**src/dtb_map.vh**
```
// Purpose: Register offsets, field positions, reset values and timing counts of the dual timer block.
// Assumes: APB slave with 32-bit data, one aligned word per register.
// Notes:   Definitions only.
`ifndef DTB_MAP_VH
`define DTB_MAP_VH

// ****************************************************************
// Register offsets (byte addresses)
// ****************************************************************
`define DTB_CFG_OFS        12'h000
`define DTB_MODE_A_OFS     12'h004
`define DTB_MODE_B_OFS     12'h008
`define DTB_CTRL_OFS       12'h00C
`define DTB_IMASK_OFS      12'h010
`define DTB_ISTAT_OFS      12'h014
`define DTB_LOAD_A_OFS     12'h018
`define DTB_LOAD_B_OFS     12'h01C
`define DTB_MATCH_A_OFS    12'h020
`define DTB_MATCH_B_OFS    12'h024
`define DTB_PRE_A_OFS      12'h028
`define DTB_PRE_B_OFS      12'h02C
`define DTB_VAL_A_OFS      12'h030
`define DTB_VAL_B_OFS      12'h034

// ****************************************************************
// Field positions
// ****************************************************************
// Configuration: 0 = two 16-bit halves, 1 = 32-bit timer, 2 = 32-bit RTC.
`define DTB_CFG_SPLIT      2'h0
`define DTB_CFG_JOIN       2'h1
`define DTB_CFG_RTC        2'h2
// Half mode field [1:0].
`define DTB_MODE_ONESHOT   2'h1
`define DTB_MODE_PERIODIC  2'h2
`define DTB_MODE_CAPTURE   2'h3
// Mode register bit: 1 selects PWM when mode is periodic.
`define DTB_MODE_PWM_BIT   2
// Mode register bit: capture measures time (1) or counts edges (0).
`define DTB_MODE_TIME_BIT  3
// Control register bits per half (half B at +8).
`define DTB_CTRL_EN_BIT    0
`define DTB_CTRL_EDGE_LO   2
`define DTB_CTRL_INV_BIT   6
`define DTB_CTRL_ADC_BIT   5
`define DTB_CTRL_B_SHIFT   8
// Interrupt status bits.
`define DTB_IRQ_TO_A       0
`define DTB_IRQ_CAP_A      1
`define DTB_IRQ_TO_B       2
`define DTB_IRQ_CAP_B      3
`define DTB_IRQ_RTC        4
`define DTB_IRQ_W          5

// ****************************************************************
// Reset values and timing
// ****************************************************************
`define DTB_LOAD_RST       16'hFFFF
`define DTB_CLK_HZ         100000000
`define DTB_RTC_HZ         1

`endif

```
**src/dtb_top.v**
```verilog
// Purpose: Dual timer block: two 16-bit timers, joinable into a 32-bit timer or RTC.
// Assumes: APB slave, synchronous active-high reset, 100 MHz clock.
// Notes:   Interrupt level output is high while any unmasked status bit is set.
//
// Contract
// - Two 16-bit timer/counters, each independently a timer or event counter.
// - Halves combine into one 32-bit timer or 32-bit real-time clock.
// - 32-bit form offers real-time clock, one-shot and periodic countdown.
// - 16-bit halves run one-shot or periodic with optional 8-bit prescaler.
// - A 16-bit half can capture external events or generate PWM.
// - Counts or times external events on the timer input pins.
// - Timer can issue a trigger that starts an analog conversion.
// - PWM output on the pin has a software-selectable inversion.
`timescale 1ns/1ps
`include "dtb_map.vh"
module dtb_top #(
   parameter RTC_DIV = `DTB_CLK_HZ / `DTB_RTC_HZ
) (
   // Clock and reset
   input  wire        REF_CLK_IN,
   input  wire        RESET_IN,
   // APB slave
   input  wire        PSEL_IN,
   input  wire        PENABLE_IN,
   input  wire        PWRITE_IN,
   input  wire [11:0] PADDR_IN,
   input  wire [31:0] PWDATA_IN,
   output reg  [31:0] PRDATA_OUT,
   output wire        PREADY_OUT,
   output wire        PSLVERR_OUT,
   // Capture/compare/PWM pins
   input  wire        PIN_A_IN,
   input  wire        PIN_B_IN,
   output wire        PIN_A_OUT,
   output wire        PIN_B_OUT,
   // System outputs
   output reg         ADC_TRIG_OUT,
   output wire        IRQ_OUT
);

   // ****************************************************************
   // Registers
   // ****************************************************************
   reg  [1:0]  cfg_reg;
   reg  [3:0]  mode_a_reg;
   reg  [3:0]  mode_b_reg;
   reg  [15:0] ctrl_reg;
   reg  [15:0] load_a_reg;
   reg  [15:0] load_b_reg;
   reg  [15:0] match_a_reg;
   reg  [15:0] match_b_reg;
   reg  [7:0]  pre_a_reg;
   reg  [7:0]  pre_b_reg;
   reg  [`DTB_IRQ_W-1:0] istat_reg;
   reg  [`DTB_IRQ_W-1:0] imask_reg;
   reg  [31:0] cnt32_reg;
   reg  [31:0] rtc_div_reg;
   reg         run32_reg;
   reg         rl_a_reg;
   reg         rl_b_reg;

   wire        wr      = PSEL_IN & PENABLE_IN & PWRITE_IN;
   wire        split   = (cfg_reg == `DTB_CFG_SPLIT);
   wire        is_rtc  = (cfg_reg == `DTB_CFG_RTC);
   wire        en_a    = ctrl_reg[`DTB_CTRL_EN_BIT];
   wire        en_b    = ctrl_reg[`DTB_CTRL_EN_BIT + `DTB_CTRL_B_SHIFT];
   wire [31:0] load32  = {load_b_reg, load_a_reg};
   wire [15:0] val_a;
   wire [15:0] val_b;
   wire [15:0] cap_a;
   wire [15:0] cap_b;
   wire        pwm_a;
   wire        pwm_b;
   wire        to_a;
   wire        to_b;
   wire        cev_a;
   wire        cev_b;
   wire        edge_a;
   wire        edge_b;

   // Match a decoded address against a register offset.
   function hit;
      input [11:0] addr;
      input [11:0] ofs;
      begin
         hit = (addr == ofs);
      end
   endfunction

   // Zero-extend a 16-bit field into a bus word.
   function [31:0] ext16;
      input [15:0] v;
      begin
         ext16 = {16'h0000, v};
      end
   endfunction

   // Single-cycle access phase: zero wait states keep the bus simple.
   assign PREADY_OUT  = 1'b1;
   assign PSLVERR_OUT = 1'b0;

   // ****************************************************************
   // Register writes
   // ****************************************************************
   // Load writes also restart the matching 16-bit half so new periods apply at once; the joined 32-bit counter is not restarted.
   always @(posedge REF_CLK_IN) begin
      if (RESET_IN) begin
         cfg_reg     <= `DTB_CFG_SPLIT;
         mode_a_reg  <= 4'h0;
         mode_b_reg  <= 4'h0;
         ctrl_reg    <= 16'h0000;
         load_a_reg  <= `DTB_LOAD_RST;
         load_b_reg  <= `DTB_LOAD_RST;
         match_a_reg <= 16'h0000;
         match_b_reg <= 16'h0000;
         pre_a_reg   <= 8'h00;
         pre_b_reg   <= 8'h00;
         imask_reg   <= {`DTB_IRQ_W{1'b0}};
         rl_a_reg    <= 1'b0;
         rl_b_reg    <= 1'b0;
      end else begin
         rl_a_reg <= wr & (hit(PADDR_IN, `DTB_LOAD_A_OFS) | hit(PADDR_IN, `DTB_PRE_A_OFS));
         rl_b_reg <= wr & (hit(PADDR_IN, `DTB_LOAD_B_OFS) | hit(PADDR_IN, `DTB_PRE_B_OFS));
         if (wr) begin
            if (hit(PADDR_IN, `DTB_CFG_OFS))     cfg_reg     <= PWDATA_IN[1:0];
            if (hit(PADDR_IN, `DTB_MODE_A_OFS))  mode_a_reg  <= PWDATA_IN[3:0];
            if (hit(PADDR_IN, `DTB_MODE_B_OFS))  mode_b_reg  <= PWDATA_IN[3:0];
            if (hit(PADDR_IN, `DTB_CTRL_OFS))    ctrl_reg    <= PWDATA_IN[15:0];
            if (hit(PADDR_IN, `DTB_IMASK_OFS))   imask_reg   <= PWDATA_IN[`DTB_IRQ_W-1:0];
            if (hit(PADDR_IN, `DTB_LOAD_A_OFS))  load_a_reg  <= PWDATA_IN[15:0];
            if (hit(PADDR_IN, `DTB_LOAD_B_OFS))  load_b_reg  <= PWDATA_IN[15:0];
            if (hit(PADDR_IN, `DTB_MATCH_A_OFS)) match_a_reg <= PWDATA_IN[15:0];
            if (hit(PADDR_IN, `DTB_MATCH_B_OFS)) match_b_reg <= PWDATA_IN[15:0];
            if (hit(PADDR_IN, `DTB_PRE_A_OFS))   pre_a_reg   <= PWDATA_IN[7:0];
            if (hit(PADDR_IN, `DTB_PRE_B_OFS))   pre_b_reg   <= PWDATA_IN[7:0];
         end
      end
   end

   // ****************************************************************
   // Read mux
   // ****************************************************************
   // Count mode shows the running count; only time mode shows the latched capture.
   wire show_cap_a = (mode_a_reg[1:0] == `DTB_MODE_CAPTURE) & mode_a_reg[`DTB_MODE_TIME_BIT];
   wire show_cap_b = (mode_b_reg[1:0] == `DTB_MODE_CAPTURE) & mode_b_reg[`DTB_MODE_TIME_BIT];

   // Unmapped addresses read as zero.
   always @(*) begin
      PRDATA_OUT = 32'h00000000;
      if (hit(PADDR_IN, `DTB_CFG_OFS))     PRDATA_OUT = {30'h00000000, cfg_reg};
      if (hit(PADDR_IN, `DTB_MODE_A_OFS))  PRDATA_OUT = {28'h0000000, mode_a_reg};
      if (hit(PADDR_IN, `DTB_MODE_B_OFS))  PRDATA_OUT = {28'h0000000, mode_b_reg};
      if (hit(PADDR_IN, `DTB_CTRL_OFS))    PRDATA_OUT = ext16(ctrl_reg);
      if (hit(PADDR_IN, `DTB_IMASK_OFS))   PRDATA_OUT = {27'h0000000, imask_reg};
      if (hit(PADDR_IN, `DTB_ISTAT_OFS))   PRDATA_OUT = {27'h0000000, istat_reg};
      if (hit(PADDR_IN, `DTB_LOAD_A_OFS))  PRDATA_OUT = ext16(load_a_reg);
      if (hit(PADDR_IN, `DTB_LOAD_B_OFS))  PRDATA_OUT = ext16(load_b_reg);
      if (hit(PADDR_IN, `DTB_MATCH_A_OFS)) PRDATA_OUT = ext16(match_a_reg);
      if (hit(PADDR_IN, `DTB_MATCH_B_OFS)) PRDATA_OUT = ext16(match_b_reg);
      if (hit(PADDR_IN, `DTB_PRE_A_OFS))   PRDATA_OUT = {24'h000000, pre_a_reg};
      if (hit(PADDR_IN, `DTB_PRE_B_OFS))   PRDATA_OUT = {24'h000000, pre_b_reg};
      // In joined form both value words show the whole 32-bit counter.
      if (hit(PADDR_IN, `DTB_VAL_A_OFS))
         PRDATA_OUT = split ? (show_cap_a ? ext16(cap_a) : ext16(val_a)) : cnt32_reg;
      if (hit(PADDR_IN, `DTB_VAL_B_OFS))
         PRDATA_OUT = split ? (show_cap_b ? ext16(cap_b) : ext16(val_b)) : cnt32_reg;
   end

   // ****************************************************************
   // Timer halves
   // ****************************************************************
   dtb_edge u_edge_a (
      .clk_in  (REF_CLK_IN),
      .rst_in  (RESET_IN),
      .pin_in  (PIN_A_IN),
      .sel_in  (ctrl_reg[`DTB_CTRL_EDGE_LO+1:`DTB_CTRL_EDGE_LO]),
      .evt_out (edge_a)
   );

   dtb_edge u_edge_b (
      .clk_in  (REF_CLK_IN),
      .rst_in  (RESET_IN),
      .pin_in  (PIN_B_IN),
      .sel_in  (ctrl_reg[`DTB_CTRL_EDGE_LO+`DTB_CTRL_B_SHIFT+1:`DTB_CTRL_EDGE_LO+`DTB_CTRL_B_SHIFT]),
      .evt_out (edge_b)
   );

   // Halves are held disabled while joined, so their state cannot leak into 32-bit use.
   dtb_half u_half_a (
      .clk_in      (REF_CLK_IN),
      .rst_in      (RESET_IN),
      .en_in       (en_a & split),
      .mode_in     (mode_a_reg[1:0]),
      .pwm_in      (mode_a_reg[`DTB_MODE_PWM_BIT]),
      .time_in     (mode_a_reg[`DTB_MODE_TIME_BIT]),
      .inv_in      (ctrl_reg[`DTB_CTRL_INV_BIT]),
      .load_in     (load_a_reg),
      .match_in    (match_a_reg),
      .pre_in      (pre_a_reg),
      .reload_in   (rl_a_reg),
      .edge_in     (edge_a),
      .val_out     (val_a),
      .cap_out     (cap_a),
      .pwm_out     (pwm_a),
      .to_out      (to_a),
      .cap_evt_out (cev_a)
   );

   dtb_half u_half_b (
      .clk_in      (REF_CLK_IN),
      .rst_in      (RESET_IN),
      .en_in       (en_b & split),
      .mode_in     (mode_b_reg[1:0]),
      .pwm_in      (mode_b_reg[`DTB_MODE_PWM_BIT]),
      .time_in     (mode_b_reg[`DTB_MODE_TIME_BIT]),
      .inv_in      (ctrl_reg[`DTB_CTRL_INV_BIT+`DTB_CTRL_B_SHIFT]),
      .load_in     (load_b_reg),
      .match_in    (match_b_reg),
      .pre_in      (pre_b_reg),
      .reload_in   (rl_b_reg),
      .edge_in     (edge_b),
      .val_out     (val_b),
      .cap_out     (cap_b),
      .pwm_out     (pwm_b),
      .to_out      (to_b),
      .cap_evt_out (cev_b)
   );

   // PWM waveform drives the pin only in PWM mode; a running non-PWM half rests at the inversion level, a disabled or capturing half keeps its last level.
   assign PIN_A_OUT = pwm_a;
   assign PIN_B_OUT = pwm_b;

   // ****************************************************************
   // Joined 32-bit timer and real-time clock
   // ****************************************************************
   wire rtc_tick = (rtc_div_reg == RTC_DIV - 1);
   wire to32     = en_a & ~split & ~is_rtc & run32_reg & (cnt32_reg == 32'h00000000);
   wire rtc_hit  = en_a & is_rtc & rtc_tick & (cnt32_reg + 32'h00000001 == load32);

   // One-shot stops, periodic reloads, RTC counts seconds and flags when count+1 reaches the load value, then keeps counting.
   always @(posedge REF_CLK_IN) begin
      if (RESET_IN) begin
         cnt32_reg   <= 32'hFFFFFFFF;
         rtc_div_reg <= 32'h00000000;
         run32_reg   <= 1'b0;
      end else if (split | ~en_a) begin
         cnt32_reg   <= is_rtc ? 32'h00000000 : load32;
         rtc_div_reg <= 32'h00000000;
         run32_reg   <= 1'b1;
      end else if (is_rtc) begin
         rtc_div_reg <= rtc_tick ? 32'h00000000 : rtc_div_reg + 32'h00000001;
         if (rtc_tick) begin
            cnt32_reg <= cnt32_reg + 32'h00000001;
         end
      end else if (run32_reg) begin
         if (cnt32_reg != 32'h00000000) begin
            cnt32_reg <= cnt32_reg - 32'h00000001;
         end else if (mode_a_reg[1:0] == `DTB_MODE_ONESHOT) begin
            run32_reg <= 1'b0;
         end else begin
            cnt32_reg <= load32;
         end
      end
   end

   // ****************************************************************
   // Interrupts and converter trigger
   // ****************************************************************
   wire [`DTB_IRQ_W-1:0] ev = {rtc_hit, cev_b, to_b, cev_a, to_a | to32};

   // Set wins over a write-one clear arriving in the same cycle.
   always @(posedge REF_CLK_IN) begin
      if (RESET_IN) begin
         istat_reg    <= {`DTB_IRQ_W{1'b0}};
         ADC_TRIG_OUT <= 1'b0;
      end else begin
         if (wr & hit(PADDR_IN, `DTB_ISTAT_OFS)) begin
            istat_reg <= (istat_reg & ~PWDATA_IN[`DTB_IRQ_W-1:0]) | ev;
         end else begin
            istat_reg <= istat_reg | ev;
         end
         ADC_TRIG_OUT <= (ctrl_reg[`DTB_CTRL_ADC_BIT] & (to_a | to32 | rtc_hit))
                       | (ctrl_reg[`DTB_CTRL_ADC_BIT+`DTB_CTRL_B_SHIFT] & to_b);
      end
   end

   assign IRQ_OUT = |(istat_reg & imask_reg);

endmodule

```
**src/dtb_edge.v**
```verilog
// Purpose: Detects selected edges on a timer input pin.
// Assumes: Pin input is synchronous to the clock.
// Notes:   Edge select 0 = rising, 1 = falling, 2/3 = both.
`timescale 1ns/1ps
module dtb_edge (
   // Clock and reset
   input  wire       clk_in,
   input  wire       rst_in,
   // Pin and select
   input  wire       pin_in,
   input  wire [1:0] sel_in,
   // Event
   output wire       evt_out
);

   reg pin_d_reg;

   // Delay the pin by one cycle to compare levels.
   always @(posedge clk_in) begin
      if (rst_in) begin
         pin_d_reg <= 1'b0;
      end else begin
         pin_d_reg <= pin_in;
      end
   end

   // Rising, falling or either edge as selected.
   assign evt_out = (sel_in == 2'h0) ? (pin_in & ~pin_d_reg) :
                    (sel_in == 2'h1) ? (~pin_in & pin_d_reg) : (pin_in ^ pin_d_reg);

endmodule

```
**src/dtb_half.v**
```verilog
// Purpose: One 16-bit timer half: one-shot, periodic, PWM or event capture.
// Assumes: Tick enable comes from the parent; all inputs synchronous.
// Notes:   Down counter; prescaler extends the count by eight bits.
`timescale 1ns/1ps
module dtb_half #(
   parameter WIDTH = 16,
   parameter PW    = 8
) (
   // Clock and reset
   input  wire             clk_in,
   input  wire             rst_in,
   // Configuration
   input  wire             en_in,
   input  wire [1:0]       mode_in,
   input  wire             pwm_in,
   input  wire             time_in,
   input  wire             inv_in,
   input  wire [WIDTH-1:0] load_in,
   input  wire [WIDTH-1:0] match_in,
   input  wire [PW-1:0]    pre_in,
   input  wire             reload_in,
   // Events
   input  wire             edge_in,
   // Results
   output reg  [WIDTH-1:0] val_out,
   output reg  [WIDTH-1:0] cap_out,
   output reg              pwm_out,
   output wire             to_out,
   output wire             cap_evt_out
);

   reg  [PW-1:0] pre_reg;
   reg           run_reg;
   wire          capt     = (mode_in == 2'h3);
   wire          pre_tick = (pre_reg == {PW{1'b0}});
   wire          zero     = (val_out == {WIDTH{1'b0}});
   wire          step     = en_in & run_reg & ~capt & pre_tick;

   assign to_out      = step & zero;
   assign cap_evt_out = en_in & capt & edge_in;

   // Counter, prescaler, capture latch and PWM level.
   always @(posedge clk_in) begin
      if (rst_in) begin
         pre_reg <= {PW{1'b0}};
         run_reg <= 1'b0;
         val_out <= {WIDTH{1'b1}};
         cap_out <= {WIDTH{1'b0}};
         pwm_out <= 1'b0;
      end else if (reload_in | ~en_in) begin
         // Disabling rearms a stopped one-shot so software can restart it.
         pre_reg <= pre_in;
         run_reg <= 1'b1;
         val_out <= load_in;
      end else if (capt) begin
         // Count mode decrements per edge; time mode snapshots a free-running count.
         if (time_in) begin
            val_out <= val_out - {{(WIDTH-1){1'b0}}, 1'b1};
            if (edge_in) begin
               cap_out <= val_out;
            end
         end else if (edge_in) begin
            val_out <= zero ? load_in : val_out - {{(WIDTH-1){1'b0}}, 1'b1};
            cap_out <= val_out;
         end
      end else begin
         pre_reg <= pre_tick ? pre_in : pre_reg - {{(PW-1){1'b0}}, 1'b1};
         if (step) begin
            if (!zero) begin
               val_out <= val_out - {{(WIDTH-1){1'b0}}, 1'b1};
            end else if (mode_in == 2'h1) begin
               run_reg <= 1'b0;
            end else begin
               val_out <= load_in;
            end
         end
         // Output high while count is below match, inverted on request.
         pwm_out <= inv_in ^ (pwm_in & (val_out < match_in));
      end
   end

endmodule

```
**config.mk**
```make
export PLATFORM = sky130hd
export DESIGN_NAME = dtb_top
export DESIGN_NICKNAME = d
export VERILOG_FILES = /design/src/dtb_top.v /design/src/dtb_edge.v /design/src/dtb_half.v
export VERILOG_INCLUDE_DIRS = /design/src
export SDC_FILE = /design/constraint.sdc
export NUM_CORES = 1
export LEC_CHECK = 0
export ABC_AREA = 1
export ABC_CLOCK_PERIOD_IN_PS = 3600
export BUFFER_PORTS_ARGS = -buffer_cell sky130_fd_sc_hd__buf_4
export CAP_MARGIN = 0
export CORE_AREA = 2 2 190 192
export CTS_CLUSTER_DIAMETER = 100
export DETAILED_ROUTE_END_ITERATION = 8
export DIE_AREA = 0 0 192 194
export PLACE_DENSITY = 0.65
export SLEW_MARGIN = 20
export SYNTH_ARGS = -nofsm -noshare
export SYNTH_HDL_FRONTEND = slang
export SYNTH_SLANG_ARGS = --single-unit
```
**constraint.sdc**
```tcl
create_clock -name REF_CLK_IN -period 3.6 [get_ports REF_CLK_IN]
set_input_delay 0.72 -clock REF_CLK_IN [delete_from_list [all_inputs] [get_ports REF_CLK_IN]]
set_output_delay 0.72 -clock REF_CLK_IN [all_outputs]
set_load 0.03 [all_outputs]
```
==> run metrics <==
largest family of logic cells by synthesized area=compound AO/OA/AOI/OAI gates; post-synthesis compound-gate area fraction=0.2573; synth unique cells=57; Max clock buf depth=3; Pleak=8.673 nW; most frequent CP cell=a21oi_1; worst skew pair latency=540 ps; initial antenna violation count=3; Max Cap Viol=0; Pwr Density=344.4 mW/mm2; nets@finish=2769; EDFF count, synth=0; #FFs+latches synth=270; slowest stage delay, CP=360 ps; Slew Viols, Final=0; share of layout cells above drive strength 1=0.1121; Critical Path RT=2880 ps; Fill cells=3519; crit-path max FO=15; Area growth syn-to-layout=15.22%; Final period util=0.9779; Switching Power=1.596 mW; pin count of the biggest net entering global routing=181; Internal=5.160 mW; Mapped Nets=2689; worst slack on hold paths=419.0 ps; CP cell instances=nand2_1 -> nor2_2 -> inv_2 -> buf_4 -> a21oi_1 -> o21ai_0 -> o21ai_0 -> a21oi_1 -> a21oi_1 -> buf_4; logic gate share of total power=0.027; CTS tree=yes; fmax=284.1 MHz; DR vias/cell=5.986; GRT Residual Overflow=0; DR pass1 iterations=6; final core utilization=0.5570; worst slew pin tran=977.9 ps; Die H=194 um; Seq/Total Area, Yosys=0.3174; Antenna Nets Post-Route=0; switching part of the total=0.2363; Final Hold Viols=0; arrival time worst endpoint=2800 ps; Die Width=192 um; area of the core=0.03522 mm2; multiplexer area fraction after synthesis=0; VDD IR-drop max=0.4631 mV; Final min period=3520 ps; number of global-route vias before repair=17.08k; Reg clk slew, reported paths=60 ps; Critical Path Start Type=flop; Worst Skew=15.08 ps; Vias=18.89k; H-tree depth=2; Avg Inst Size Synth=6.570 um2; final wirelength=70020 um; RSZ-0062 raised after global routing=yes; Post-Synth XOR/XNOR Area=0.03534; DIE AREA=0.03725 mm2; Synth Warn #=0; path type of the worst setup path=reg2out; Post-Synth Adder-Cell Area=0.03380; most frequent cells in the layout=430 x nand2_1, 333 x inv_1, 315 x o21ai_0, 270 x dfxtp_1, 256 x a21oi_1; Worst Hold Class=in2reg; CTS buffer count=34; placed insts=3093; ant diodes=0; most common cell after layout, fill and taps aside=nand2_1; Flop pwr share=0.443; row count=69; initial core utilization=0.4835; asr flop ratio synth=0; fin cells=3155; post-route cell area=0.01962 mm2; Syn Inst Count=2592; Setup-failing EPs final=0; DRC=0; IO Pins=89; slew margin rel.=0.3465; CTS sink count=270; Starting DRT DRC Count=2303; GPL Wtd Cong=0.9948; status=complete, no violations; Synth Area in Simple Gates=0.2466; post-detail-place hpwl=53410 um; total power=6.757 mW; WL/cell=22.19 um; Clock Power Share=0.530; slowest CP cell=dfxtp_1; mapped cell area=0.01703 mm2; # port buffers=70; placed inst area=0.01830 mm2; Crit. End Element=output pin; GR Util All Layers=0.3690; first-pass GRT wire length=104300 um; ys flop type=dfxtp_1; Root Buffer Master=clkbuf_16
cell usage after synthesis (all sizes together) (3+ instances only):
cell	instances	area, um2
nor3b	5	42.54
a22oi	5	37.54
a211oi	15	112.6
o211ai	56	420.4
nor2	264	1056
o31ai	5	37.54
o2111ai	10	87.58
nand2	441	1665
o21bai	3	22.52
inv	350	1314
a221oi	9	78.83
nor3	77	410.4
a31oi	5	31.28
xor2	54	473.0
nand4	41	271.5
o221ai	38	332.8
o32ai	5	43.79
dfxtp	270	5405
buf	35	221.5
nand3	116	585.6
clkinv	4	15.01
xnor3	3	67.56
a21oi	260	1301
o22ai	9	56.30
clkbuf	82	309.0
ha	46	575.6
a21boi	3	22.52
nor4	18	142.6
xnor2	7	61.31
o21ai	341	1714
through the flow:
step	setup WS (ps)	setup TNS, ps
CTS	11.50	0
floorplan	123.0	0
global placement	-21.32	-21.32
finish	79.54	0
detailed placement	-30.09	-82.35
global route	-23.95	-23.95
power by group through the flow:
stage	clock network (mW)	registers (mW)	logic (mW)
after floorplan	0	3.06	0.0814
after global placement	0	3.06	0.170
after detailed placement	0	3.06	0.172
after CTS	3.61	2.99	0.172
after global routing	3.72	2.99	0.196
final	3.58	2.99	0.185
final timing paths:
path | endpoint | cells past startpoint | from | slack [ps]
max | PRDATA_OUT[9] | 10 | mode_a_reg[1]$_SDFFE_PP0P_ | 80
min | u_edge_a.pin_d_reg$_SDFF_PP0_ | 3 | PIN_A_IN | 420
max reg2reg | ADC_TRIG_OUT$_SDFF_PP0_ | 16 | cnt32_reg[0]$_SDFFE_PP1P_ | 350
min reg2reg | rtc_div_reg[31]$_SDFFE_PP0P_ | 2 | rtc_div_reg[31]$_SDFFE_PP0P_ | 470
routing by layer:
layer	share of wire	vias up	GRT usage
met2	0.42	956	0.5410
met1	0.44	8862	0.5381
met5	0.00043	-	0
met4	0.032	4	0.1185
li1	-	8939	-
met3	0.11	124	0.07529
worst max-delay path: cells and delay by family (launching register included):
kind / cells / cell delay [ps]
compound gates: 5 / 700
buf+inv: 3 / 650
flops: 1 / 360
simple gates: 2 / 530
cell type report:
type,count,area [um2],share of cell area
Multi-Input combinational cell,1851,9896,0.5043
Sequential cell,270,5405,0.2755
Inverter,354,1339,0.06823
Timing Repair Buffer,161,1274,0.06492
Clock buffer,42,920.9,0.04693
Tap cell,461,576.8,0.02940
Clock inverter,16,210.2,0.01071
kinds of logic after synthesis:
group / after synthesis
other: 2
buffers and inverters: 471
flip-flops: 270
AND/OR/NAND/NOR: 966
XOR/XNOR: 64
AO/OA/AOI/OAI: 773
adder cells (fa/ha/maj): 46
repair_timing:
item / in CTS / in global routing
pin swaps: 0 / 11
setup endpoints to repair: 4 / 26
cloned: 0 / 0
setup buffers: 0 / 4
gates resized for setup: 5 / 42
hold buffers: 0 / 0
Note: power is estimated with default switching activity, not from simulation.
